`src/common/spi_byte_pkg.sv`:
```
// spi_byte_pkg: shared types and constants of the spi byte engine
// assumes the engine runs on clk_sys and all control bits arrive as plain ports
package spi_byte_pkg;
  // control bits steering the engine, held by software
  typedef struct packed {
    logic masterEn;  // 1: master, 0: slave
    logic cpol;      // idle level of the serial clock
    logic cpha;      // 0: sample leading edge, 1: sample trailing edge
  } ctrl_t;

  // sticky status flags shown to software
  typedef struct packed {
    logic xferDoneFlag;
    logic readOverrunFlag;
    logic writeCollisionFlag;
    logic modeFaultFlag;
    logic slaveAbortFlag;
  } status_t;

  // transfer sequencing states
  typedef enum logic [1:0] {
    ST_IDLE,
    ST_MASTER,
    ST_SLAVE,
    ST_SLV_HOLD
  } xfer_state_t;

  localparam logic [3:0] LAST_SAMPLE = 4'h7;   // index of the eighth sample
  localparam logic [4:0] LAST_EDGE   = 5'h0F;  // index of the sixteenth clock edge
  localparam logic [7:0] MIN_HALF    = 8'h04;  // half period floor, sck <= clk_sys/8
  localparam logic [7:0] RST_BYTE    = 8'h00;  // shift register and buffer after reset
  localparam status_t    RST_STATUS  = '0;     // all flags clear after reset
  localparam int         SYNC_BITS   = 4;      // sck, mosi, miso, ssel
endpackage : spi_byte_pkg

```
`src/verilog/spi_byte_engine.sv`:
```
// spi_byte_engine: combined master/slave spi, one byte each way per transfer
// assumes software strobes (dataWr, dataRd, statusRd) are one-cycle pulses on clk_sys
// Functional notes
// master starts clocking when a byte is ready
// slave cpha 0: select active to inactive
// slave cpha 1: first edge to last sample
// data write loads shift register directly
// completed byte copied to receive buffer
// clock counter only matters in master mode
// serial pins are push-pull only
// slave drives miso only while selected
// master data write launches the transfer
// master sets done after last cycle
// slave sets done after last sample
// done clears on status read then data access
// remote sck at most clk_sys over eight
// completion with done set is overrun
// write in busy window is collision
// select while master: fault, release, slave
// external logic keeps select high in master
// select lost mid-transfer: discard and abort
// software programs control before starting
// cpol and cpha pick drive and sample edges
// slave select is active low
// one byte each way per transfer
// reset clears flags, buffer and transfer
`timescale 1ns/1ps
`default_nettype none
module spi_byte_engine
  import spi_byte_pkg::*;
(
  input  wire logic    clk_sys,
  input  wire logic    rst,
  input  wire ctrl_t   ctrl,        // mode, polarity, phase
  input  wire logic [7:0] clkCount, // master sck period in clk_sys cycles
  input  wire logic    dataWr,      // data register write strobe
  input  wire logic [7:0] dataWrByte,
  input  wire logic    dataRd,      // data register read strobe
  input  wire logic    statusRd,    // status register read strobe
  output logic [7:0]   rxData,      // receive buffer
  output status_t      status,      // sticky flags
  input  wire logic    sckIn,
  output logic         sckOut,
  output logic         sckOe_n,
  input  wire logic    mosiIn,
  output logic         mosiOut,
  output logic         mosiOe_n,
  input  wire logic    misoIn,
  output logic         misoOut,
  output logic         misoOe_n,
  input  wire logic    ssel_n
);
  xfer_state_t state_ff, nxt_state;   // transfer sequencer
  logic [7:0]  shift_ff, nxt_shift;   // single shift register, no tx buffer
  logic [7:0]  rxBuf_ff;              // one-byte receive buffer
  logic [7:0]  halfCnt_ff;            // master half-period down counter
  logic [4:0]  edgeCnt_ff;            // sck edges seen this transfer
  logic [3:0]  sampleCnt_ff;          // bits sampled this transfer
  logic        sckLvl_ff;             // master sck level
  logic        txBit_ff;              // bit presented on mosi/miso
  logic        sckPrev_ff;            // last synced sck, for edge finding
  logic        faultLatch_ff;         // forced slave after a mode fault
  logic        wcolWindow_ff;         // writes collide while set
  logic        statusSeen_ff;         // status read while done was set
  logic        drvM_ff, drvS_ff;      // driver enables, active high inside
  status_t     flags_ff, nxt_flags;
  logic [SYNC_BITS-1:0] pinSync;      // synced sck, mosi, miso, ssel_n

  // pins come from another domain: two flops before any logic
  sync_2ff #(.WIDTH(SYNC_BITS)) u_sync (
    .clk_sys (clk_sys),
    .rst     (rst),
    .asyncIn ({sckIn, mosiIn, misoIn, ssel_n}),
    .syncOut (pinSync)
  );

  // decode of synced pins and mode
  wire sckS       = pinSync[3];
  wire mosiS      = pinSync[2];
  wire misoS      = pinSync[1];
  wire selActive  = ~pinSync[0];
  wire isMaster   = ctrl.masterEn & ~faultLatch_ff;
  wire modeFault  = isMaster & selActive;
  wire inMaster   = (state_ff == ST_MASTER);
  wire inSlave    = (state_ff == ST_SLAVE);

  // master sck timing; the counter value is ignored in slave mode
  wire [7:0] halfReq  = {1'b0, clkCount[7:1]};
  wire [7:0] halfLoad = (halfReq < MIN_HALF) ? MIN_HALF : halfReq;
  wire mEdge  = inMaster & (halfCnt_ff == 8'h00);
  wire mLead  = mEdge & ~edgeCnt_ff[0];
  // slave edges found from the synced remote clock
  wire sEdge  = inSlave & (sckS != sckPrev_ff);
  wire sLead  = sEdge & (sckS != ctrl.cpol);
  wire edgeEv = mEdge | sEdge;
  wire leadEv = mLead | sLead;
  // cpha 0 samples leading edges, cpha 1 trailing edges
  wire sampleEv = edgeEv & (leadEv != ctrl.cpha);
  wire driveEv  = edgeEv & ~sampleEv;
  wire inBit    = inMaster ? misoS : mosiS;
  wire [7:0] rxNew = {shift_ff[6:0], inBit};

  // completion, abort and software access decode
  wire lastSample = sampleEv & (sampleCnt_ff == LAST_SAMPLE);
  wire masterDone = mEdge & (edgeCnt_ff == LAST_EDGE) & ~modeFault;
  wire slaveDone  = inSlave & lastSample & selActive;
  wire complete   = masterDone | slaveDone;
  // a completion that falls on a sampling edge must take the last bit as well
  wire [7:0] doneByte = sampleEv ? rxNew : shift_ff;
  wire started    = ~ctrl.cpha | (edgeCnt_ff != 5'h00);
  wire abortEv    = inSlave & ~selActive & started;
  wire wrOk       = dataWr & (state_ff == ST_IDLE) & ~wcolWindow_ff;
  wire wrColl     = dataWr & ~wrOk;
  wire startM     = wrOk & isMaster & ~modeFault;
  wire startS     = (state_ff == ST_IDLE) & ~isMaster & selActive;
  wire dataAcc    = (dataRd | dataWr) & statusSeen_ff;
  wire storeRx    = complete & ~flags_ff.xferDoneFlag;
  wire overrun    = complete & flags_ff.xferDoneFlag;

  // next state of the sequencer
  always_comb begin
    nxt_state = state_ff;
    unique case (state_ff)
      ST_IDLE: begin
        if (startM) nxt_state = ST_MASTER;
        else if (startS) nxt_state = ST_SLAVE;
      end
      ST_MASTER: begin
        if (modeFault || masterDone) nxt_state = ST_IDLE;
      end
      ST_SLAVE: begin
        // cpha 0 keeps the frame until select drops
        if (!selActive) nxt_state = ST_IDLE;
        else if (slaveDone) nxt_state = ctrl.cpha ? ST_IDLE : ST_SLV_HOLD;
      end
      ST_SLV_HOLD: begin
        if (!selActive) nxt_state = ST_IDLE;
      end
    endcase
  end

  // next shift register value: write, sample or discard
  always_comb begin
    nxt_shift = shift_ff;
    if (abortEv) nxt_shift = RST_BYTE;
    else if (wrOk) nxt_shift = dataWrByte;
    else if (sampleEv) nxt_shift = rxNew;
  end

  // next flags: a hardware set always beats a software clear
  always_comb begin
    nxt_flags = flags_ff;
    nxt_flags.xferDoneFlag = complete | (flags_ff.xferDoneFlag & ~dataAcc);
    nxt_flags.readOverrunFlag = overrun | (flags_ff.readOverrunFlag & ~statusRd);
    nxt_flags.writeCollisionFlag = wrColl | (flags_ff.writeCollisionFlag & ~statusRd);
    nxt_flags.modeFaultFlag = modeFault | (flags_ff.modeFaultFlag & ~statusRd);
    nxt_flags.slaveAbortFlag = abortEv | (flags_ff.slaveAbortFlag & ~statusRd);
  end

  // sequencer, data path and flags
  always_ff @(posedge clk_sys or posedge rst) begin
    if (rst) begin
      state_ff <= ST_IDLE;
      shift_ff <= RST_BYTE;
      rxBuf_ff <= RST_BYTE;
      flags_ff <= RST_STATUS;
    end else begin
      state_ff <= nxt_state;
      shift_ff <= nxt_shift;
      flags_ff <= nxt_flags;
      if (storeRx) rxBuf_ff <= doneByte;
    end
  end

  // bit and edge counters, cleared between transfers
  always_ff @(posedge clk_sys or posedge rst) begin
    if (rst) begin
      edgeCnt_ff   <= 5'h00;
      sampleCnt_ff <= 4'h0;
    end else if (nxt_state == ST_IDLE || startM || startS) begin
      edgeCnt_ff   <= 5'h00;
      sampleCnt_ff <= 4'h0;
    end else begin
      edgeCnt_ff   <= edgeCnt_ff + {4'h0, edgeEv};
      sampleCnt_ff <= sampleCnt_ff + {3'h0, sampleEv};
    end
  end

  // master clock generator; idle level follows cpol
  always_ff @(posedge clk_sys or posedge rst) begin
    if (rst) begin
      halfCnt_ff <= MIN_HALF;
      sckLvl_ff  <= 1'b0;
    end else if (!inMaster || startM) begin
      halfCnt_ff <= halfLoad - 8'h01;
      sckLvl_ff  <= ctrl.cpol;
    end else if (mEdge) begin
      halfCnt_ff <= halfLoad - 8'h01;
      sckLvl_ff  <= ~sckLvl_ff;
    end else begin
      halfCnt_ff <= halfCnt_ff - 8'h01;
    end
  end

  // presented bit: byte msb at load (cpha 0 needs it before the first edge)
  always_ff @(posedge clk_sys or posedge rst) begin
    if (rst) txBit_ff <= 1'b0;
    else if (abortEv) txBit_ff <= 1'b0;
    else if (wrOk) txBit_ff <= dataWrByte[7];
    else if (driveEv) txBit_ff <= shift_ff[7];
  end

  // software handshake state and mode-fault latch
  always_ff @(posedge clk_sys or posedge rst) begin
    if (rst) begin
      sckPrev_ff    <= 1'b1;  // matches the synchroniser reset, no false edge
      faultLatch_ff <= 1'b0;
      wcolWindow_ff <= 1'b0;
      statusSeen_ff <= 1'b0;
    end else begin
      sckPrev_ff    <= sckS;
      // stays slave until software drops masterEn
      faultLatch_ff <= modeFault | (faultLatch_ff & ctrl.masterEn);
      // an aborted frame never completes, so it closes the window itself
      wcolWindow_ff <= (startM | startS
                     | (wcolWindow_ff & ~(statusRd & flags_ff.xferDoneFlag))) & ~abortEv;
      statusSeen_ff <= (statusRd & flags_ff.xferDoneFlag) | (statusSeen_ff & ~dataAcc);
    end
  end

  // push-pull drivers; open-drain is not offered
  always_ff @(posedge clk_sys or posedge rst) begin
    if (rst) begin
      drvM_ff <= 1'b0;
      drvS_ff <= 1'b0;
    end else begin
      drvM_ff <= isMaster & ~modeFault;
      drvS_ff <= ~ctrl.masterEn & selActive | faultLatch_ff & selActive;
    end
  end

  // outputs straight from flops
  assign sckOut   = sckLvl_ff;
  assign mosiOut  = txBit_ff;
  assign misoOut  = txBit_ff;
  assign sckOe_n  = ~drvM_ff;
  assign mosiOe_n = ~drvM_ff;
  assign misoOe_n = ~drvS_ff;
  assign rxData   = rxBuf_ff;
  assign status   = flags_ff;
endmodule : spi_byte_engine
`default_nettype wire

```
`src/verilog/sync_2ff.sv`:
```
// sync_2ff: two flip-flop synchroniser for a group of asynchronous levels
// assumes inputs are slow levels; the first stage is read only by the second
`timescale 1ns/1ps
`default_nettype none
module sync_2ff #(
  parameter int WIDTH = 1
) (
  input  wire logic             clk_sys,
  input  wire logic             rst,
  input  wire logic [WIDTH-1:0] asyncIn,
  output logic      [WIDTH-1:0] syncOut
);
  // one independent two-stage chain per bit
  for (genvar i = 0; i < WIDTH; i++) begin : g_bit
    logic stage1_ff;  // metastability catcher, read only by stage two
    logic stage2_ff;  // settled copy
    always_ff @(posedge clk_sys or posedge rst) begin
      if (rst) begin
        stage1_ff <= 1'b1;
        stage2_ff <= 1'b1;
      end else begin
        stage1_ff <= asyncIn[i];
        stage2_ff <= stage1_ff;
      end
    end
    assign syncOut[i] = stage2_ff;
  end
endmodule : sync_2ff
`default_nettype wire

```
`config.mk`:
```
export PLATFORM = sky130hd
export DESIGN_NAME = spi_byte_engine
export DESIGN_NICKNAME = d
export VERILOG_FILES = /design/src/common/spi_byte_pkg.sv /design/src/verilog/spi_byte_engine.sv /design/src/verilog/sync_2ff.sv
export SDC_FILE = /design/constraint.sdc
export NUM_CORES = 1
export LEC_CHECK = 0
export BUFFER_PORTS_ARGS = -buffer_cell sky130_fd_sc_hd__buf_2
export CORE_MARGIN = 2
export CORE_UTILIZATION = 50
export DETAILED_ROUTE_END_ITERATION = 16
export GPL_TIMING_DRIVEN = 0
export PLACE_DENSITY = 0.74
export RECOVER_POWER = 25
export SLEW_MARGIN = 40
export SYNTH_ARGS = -nofsm -noshare
export SYNTH_HDL_FRONTEND = slang
export SYNTH_SLANG_ARGS = --single-unit
```
`constraint.sdc`:
```
create_clock -name clk_sys -period 2.6 [get_ports clk_sys]
set_input_delay 0.13 -clock clk_sys [delete_from_list [all_inputs] [get_ports clk_sys]]
set_output_delay 0.13 -clock clk_sys [all_outputs]
set_load 0.1 [all_outputs]
```
## Word-level counts from Yosys, hierarchy flattened

Index checks and enable logic that the tools add are counted.
Widths: inputs -> output; s select.

- Bitwise logic cells: 71
- $lt $le $gt $ge: 1
- Muxes and demuxes: 22
- Reductions and logical operators: 11
- Add/subtract/negate cells: 4
- Eq/ne operators: 8

Operators with widths:

| cell | number |
|---|---|
| $mux 8 | 5 |
| $and 1x1->1 | 38 |
| $not 1->1 | 18 |
| $or 1x1->1 | 15 |
| $mux 2 | 7 |
| $logic_not 8->1 | 1 |
| $pmux 2 s4 | 1 |
| $sub 7x1->8 const B | 1 |
| $sub 8x1->8 const B | 1 |
| $lt 7x3->1 const B | 1 |
| $mux 7 | 1 |
| $mux 1 | 6 |
| $add 5x1->5 | 1 |
| $eq 5x4->1 const B | 1 |
| $mux 5 | 1 |
| $reduce_bool 5->1 | 1 |
| $add 4x1->4 | 1 |
| $eq 2x2->1 const B | 2 |
| $eq 4x3->1 const B | 1 |
| $logic_not 2->1 | 2 |
| $logic_or 1x1->1 | 4 |
| $mux 4 | 1 |
| $ne 1x1->1 | 3 |
| $reduce_bool 3->1 | 1 |
| 3 further kinds | 3 |

- Input port bits: 28
- Output and inout bits: 19
- Word-level logic and storage cells: 144
- Flip-flop bits (word level): 56

## Depth between registers and ports, before layout

- Depth after elaboration: 16
- Depth in mapped cells: 11
- Gate-level depth less buffers: 10

## Modules after synthesis

A second synthesis with hierarchy kept.

- Cells, all modules: 255
- Area, all modules: 2746.4 um2

Modules (own cells, without submodules):

| module | seq. area each (um2) | cells an instance | area each (um2) | times used |
|---|---|---|---|---|
| spi_byte_engine | 1203.7 | 242 | 2502.4 | 1 |
| sync_2ff | 210.2 | 13 | 244.0 | 1 |

## Worst setup path before layout

No wires, ideal clock.

- Path type: reg2reg
- Start: register halfCnt_ff[0]
- End: register edgeCnt_ff[2]
- Cell stages (with the launch flop): 10
- Setup time: 0.134 ns
- Data arrival time: 2.363 ns
- Path slack: 0.104 ns
- Period minus slack after synthesis: 2.496 ns
- Path buffers: 1
- Data required time: 2.466 ns
- Path through: dfrtp_1 -> inv_1 -> ha_1 -> nor3b_1 -> and2_1 -> buf_6 -> a221o_1 -> or4_4 -> a211oi_4 -> nor2_1

- Word-level cells in the longest chain between the ends: 16
- Elaborated cells on any way between the ends: 22
- Those cells by class: 1 x add/sub; 1 x eq/ne; 5 x mux; 10 x bitwise; 5 x reduce/logical

Ends and longest elaborated chain:

| what | line | source |
|---|---|---|
| from (decl) | spi_byte_engine.sv:56 | `logic [7:0] halfCnt_ff;` |
| from (signal assigned) | spi_byte_engine.sv:195 | `halfCnt_ff <= halfLoad - 8'h01;` |
| from (signal assigned) | spi_byte_engine.sv:198 | `halfCnt_ff <= halfLoad - 8'h01;` |
| from (signal assigned) | spi_byte_engine.sv:201 | `halfCnt_ff <= halfCnt_ff - 8'h01;` |
| $logic_not 8->1 * | spi_byte_engine.sv:90 | `wire mEdge = inMaster & (halfCnt_ff == 8'h00);` |
| $and 1x1->1 * | spi_byte_engine.sv:90 |  |
| $and 1x1->1 | spi_byte_engine.sv:91 | `wire mLead = mEdge & ~edgeCnt_ff[0];` |
| $or 1x1->1 | spi_byte_engine.sv:96 | `wire leadEv = mLead \| sLead;` |
| $ne 1x1->1 | spi_byte_engine.sv:98 | `wire sampleEv = edgeEv & (leadEv != ctrl.cpha);` |
| $and 1x1->1 | spi_byte_engine.sv:98 |  |
| $and 1x1->1 | spi_byte_engine.sv:104 | `wire lastSample = sampleEv & (sampleCnt_ff == LAST_SAMPLE);` |
| $and 1x1->1 (2 in series) | spi_byte_engine.sv:106 | `wire slaveDone = inSlave & lastSample & selActive;` |
| $mux 2 | spi_byte_engine.sv:134 | `else if (slaveDone) nxt_state = ctrl.cpha ? ST_IDLE : ST_SLV_HOLD;` |
| $mux 2 | spi_byte_engine.sv:133 | `if (!selActive) nxt_state = ST_IDLE;` |
| $pmux 2 s4 | spi_byte_engine.sv:123 | `unique case (state_ff)` |
| $logic_not 2->1 | spi_byte_engine.sv:180 | `end else if (nxt_state == ST_IDLE \|\| startM \|\| startS) begin` |
| $logic_or 1x1->1 (2 in series) | spi_byte_engine.sv:180 |  |
| $mux 5 * | spi_byte_engine.sv:180 |  |
| to (signal assigned) | spi_byte_engine.sv:184 | `edgeCnt_ff <= edgeCnt_ff + {4'h0, edgeEv};` |
| to (decl) | spi_byte_engine.sv:57 | `logic [4:0] edgeCnt_ff;` |

Mark *: on every way between the ends. The rest lies on a longest branch, timed or not.
A chain may end at the register's enable or synchronous reset.

## Worst setup path after layout

- Start: register halfCnt_ff[0]
- End: register rxBuf_ff[7] (netlist: rxData[7])

- Word-level cells in the longest chain between the ends: 11
- Elaborated cells on any way between the ends: 15
- Those cells by class: 1 x eq/ne; 1 x mux; 12 x bitwise; 1 x reduce/logical

Ends and longest elaborated chain:

| what | line | source |
|---|---|---|
| $logic_not 8->1 * | spi_byte_engine.sv:90 |  |
| $and 1x1->1 * | spi_byte_engine.sv:90 |  |
| $and 1x1->1 | spi_byte_engine.sv:91 |  |
| $or 1x1->1 | spi_byte_engine.sv:96 |  |
| $ne 1x1->1 | spi_byte_engine.sv:98 |  |
| $and 1x1->1 | spi_byte_engine.sv:98 |  |
| $and 1x1->1 | spi_byte_engine.sv:104 |  |
| $and 1x1->1 (2 in series) | spi_byte_engine.sv:106 |  |
| $or 1x1->1 | spi_byte_engine.sv:107 | `wire complete = masterDone \| slaveDone;` |
| $and 1x1->1 | spi_byte_engine.sv:117 | `wire storeRx = complete & ~flags_ff.xferDoneFlag;` |
| to (signal assigned) | spi_byte_engine.sv:171 | `if (storeRx) rxBuf_ff <= doneByte;` |
| to (decl) | spi_byte_engine.sv:55 | `logic [7:0] rxBuf_ff;` |

Marks and branches as above.

==> flow_summary.json <==
{
  "status": "finished, final reports clean",
  "multi_input_area_sq_um": 1290,
  "share_of_the_clock_period_used_by_the_worst_path_after_layout_pct": 97.2,
  "drt_pass1_iterations": 4,
  "worst_path_cell_chain": "inv_2 -> ha_2 -> nor3b_4 -> and2_1 -> buf_6 -> a221o_1 -> buf_4 -> nor2_4 -> mux2_4 -> mux2_2",
  "maxCapViolCount": 0,
  "synth_area_sq_um": 2710,
  "yosys.cell_types.count": 47,
  "r2r_end": "rxData[7]",
  "timing.critical_path.to": "rxData[7]",
  "asyncSetResetFlopFracSynth_pct": 100,
  "synth_area_leaders": "dfrtp_1, dfstp_2, mux2i_1, nor2_1, ha_1",
  "synthDominantAreaCellType": "dfrtp_1",
  "synthMostInstantiatedCell": "dfrtp_1",
  "clk_tree_root_cell": "clkbuf_8",
  "endpoint_kind": "register",
  "reg2reg_from": "halfCnt_ff[0]",
  "post-place-cells": 366,
  "gp_congestion": 0.797,
  "routed_wl_um": 5260,
  "grt_start_max_net_pins": 32,
  "die_y_um": 77.7,
  "cts_num_sinks": 56,
  "hold_class": "input pin to register",
  "critPathSlowestCell": "dfrtp_1",
  "yosysWarnings": 0,
  "maxSlewHeadroom_pct": 22.2,
  "worst_ir_drop_vdd_uv": 430,
  "first_global_vias": 1961,
  "drive_gt1_share_pct": 30.0,
  "clk_latency_ps": 310,
  "total_leakage_power_uw": 0.00160,
  "timing.final.max_slew_violations": 0,
  "vias": 2006,
  "initial_antenna_violation_count": 0,
  "gr-usage-all-layers_pct": 19.1,
  "route.detailed.wl_per_inst_um": 13.6,
  "synth_seq_area_share_pct": 52.1,
  "layout.cells.non_filler": 387,
  "floorplan.core_area_sq_um": 5170,
  "worst-r2r-setup-slack_ps": 70,
  "fin_worst_hold_slack_ps": 48.6,
  "timing.critical_path.required_ps": 2800,
  "grt_first_pass_wirelength_um": 9160,
  "crit_start": "halfCnt_ff[0]",
  "dpl.hpwl_um": 3760,
  "ioPinCount": 47,
  "pwr-share-seq_pct": 45.0,
  "total_switching_power_uw": 896,
  "setup.worst_path.start_class": "register",
  "p_clk_share_pct": 22.0,
  "first_iter_violations": 70,
  "clk_pin_slew_ps": 90,
  "synth_fp_nets": 285,
  "criticalPathCategory": "register to register",
  "mean_area_per_synthesized_cell_sq_um": 10.9,
  "internal_power_uw": 1620,
  "clock_skew_ps": 6.85,
  "synth_top_flop_cell": "dfrtp_1",
  "critical_path_buf_inv_count": 3,
  "cell_count_after_synthesis": 250,
  "grt_overflow": 0,
  "drtAntennaViolNets": 0,
  "floorplan.die.width_um": 77.7,
  "finalHoldViolations": 0,
  "synth_seq_cells": 56,
  "nNetsFinal": 351,
  "cts-buffers-inserted": 5,
  "post-synth-top-area-fraction_pct": 42.4,
  "port_buffers": 45,
  "area_growth_pct": 23.5,
  "rr_worst_depth": 10,
  "worst-path-stages": 10,
  "synth_edf_count": 0,
  "placementRows": 26,
  "cts_max_level": 2,
  "stage_delay_of_the_slowest_cell_on_the_critical_path_ps": 400,
  "power-per-cell-area_nw_per_um2": 750,
  "n_fill_cell": 426,
  "achievable-frequency_ghz": 0.396,
  "worst_pin_slew_ps": 1160,
  "synth_commonest_cells": "dfrtp_1, nor2_1, nand2_1, inv_1, mux2i_1",
  "design.die.area_sq_um": 6030,
  "vias_per_cell": 5.18,
  "floorplan.initialDensity_pct": 52.4,
  "antenna_diode_count": 0,
  "sw_frac_of_total_pct": 35.7,
  "crit_path_max_fanout": 7,
  "power.share.combinational_pct": 33.0,
  "tmin_final_ps": 2530,
  "post-route-drc-count": 0,
  "ctsLongestPathBuffers": 2,
  "critical_path_arrival_ps": 2730,
  "critical_path.top_delay_family": "multiplexers",
  "seqCellArea_sq_um": 1410,
  "setup_violations": 0,
  "tritoncts": "yes"
}
-- stage by stage --
| stage | TNS, ps | instance area [sq um] | utilization [%] | power (uW) | setup slack [ps] |
|---|---|---|---|---|---|
| 2_1_floorplan | 0 | 2710 | - | 1690 | 104 |
| 3_3_place_gp | -1100 | 3030 | 58.5 | 1830 | -118 |
| 3_5_place_dp | -1620 | 3050 | 59.0 | 1850 | -173 |
| 4_1_cts | 0 | 3260 | 63.1 | 2440 | 16.7 |
| 5_1_grt | -88.6 | 3350 | 64.8 | 2660 | -12.1 |
| 6_report | 0 | 3350 | 64.8 | 2510 | 71.6 |
-- worst min-delay path by stage --
| stage | start | endpoint | cells after the start |
|---|---|---|---|
| CTS | dataWrByte[0] | shift_ff[0] | 2 |
| detailed placement | rst | halfCnt_ff[0] | 2 |
| global route | dataWrByte[0] | shift_ff[0] | 2 |
| floorplan | ssel_n | u_sync.g_bit[0].stage1_ff | 0 |
| global placement | ssel_n | u_sync.g_bit[0].stage1_ff | 1 |
| finish | dataWrByte[0] | shift_ff[0] | 2 |
-- sequential cells by signal, indices dropped and copies added, names as in the netlist --
register                cells
sckPrev_ff                  1
u_sync.g_bit.stage1_ff      4
halfCnt_ff                  8
shift_ff                    8
misoOut                     1
edgeCnt_ff                  5
statusSeen_ff               1
state_ff                    2
rxData                      8
sampleCnt_ff                4
u_sync.g_bit.stage2_ff      4
drvS_ff                     1
sckOut                      1
status                      5
drvM_ff                     1
faultLatch_ff               1
wcolWindow_ff               1
-- cells by family after synthesis --
logic type,Yosys count,synth area share [%]
simple gates,94,18.3
flops,56,52.1
compound gates,40,11.2
buf+inv,19,3.18
mux,18,6.83
xor+xnor,16,5.17
fa+ha+maj,7,3.23
-- cells in the final DEF, fill, tap and decap left out, types with 7 or more instances in the layout --
cell type and instances:
o21ai_0 9, nor2b_1 9, buf_4 7, dfrtp_1 46, inv_1 12, nand2_1 19
xnor2_1 10, nor2_1 33, mux2i_1 10, buf_2 44, dfstp_2 9
-- layout make-up --
class | count | share of cell area, %
Clock buffer | 7 | 2.28
Inverter | 14 | 1.61
Sequential cell | 56 | 42.2
Timing Repair Buffer | 59 | 10.9
Buffer | 5 | 1.01
Tap cell | 70 | 2.61
Multi-Input combinational cell | 175 | 38.5
Clock inverter | 1 | 0.896
-- worst register-to-register path, cell delays in order, from the launching register on --
cell and delay, ps:
dfrtp_1 400, inv_2 70, ha_2 190, nor3b_4 150
and2_1 160, buf_6 130, a221o_1 340, buf_4 160
nor2_4 240, mux2_4 340, mux2_2 260
-- metal layers --
metal | vias up | global-route usage [%] | wire [um]
met5 | - | 0 | 0
met2 | 34 | 30.3 | 2540
met4 | 0 | 5.89 | 73
met3 | 7 | 3.26 | 161
met1 | 970 | 26.9 | 2480
li1 | 995 | - | -
-- repair_timing --
item,CTS,global route
endpoints found under the setup margin,11,13
hold buffers,5,0
endpoints found under the hold margin,19,0
buffers inserted,5,3
pin swaps,3,4
gates resized for setup,2,17
-- power groups by stage --
stage	logic (uW)	clock network [uW]	registers, uW
2_1_floorplan	446	0	1240
3_3_place_gp	708	0	1120
3_5_place_dp	724	0	1130
4_1_cts	762	565	1110
5_1_grt	896	610	1150
6_report	829	553	1130
(Power assumes the default switching activity.)
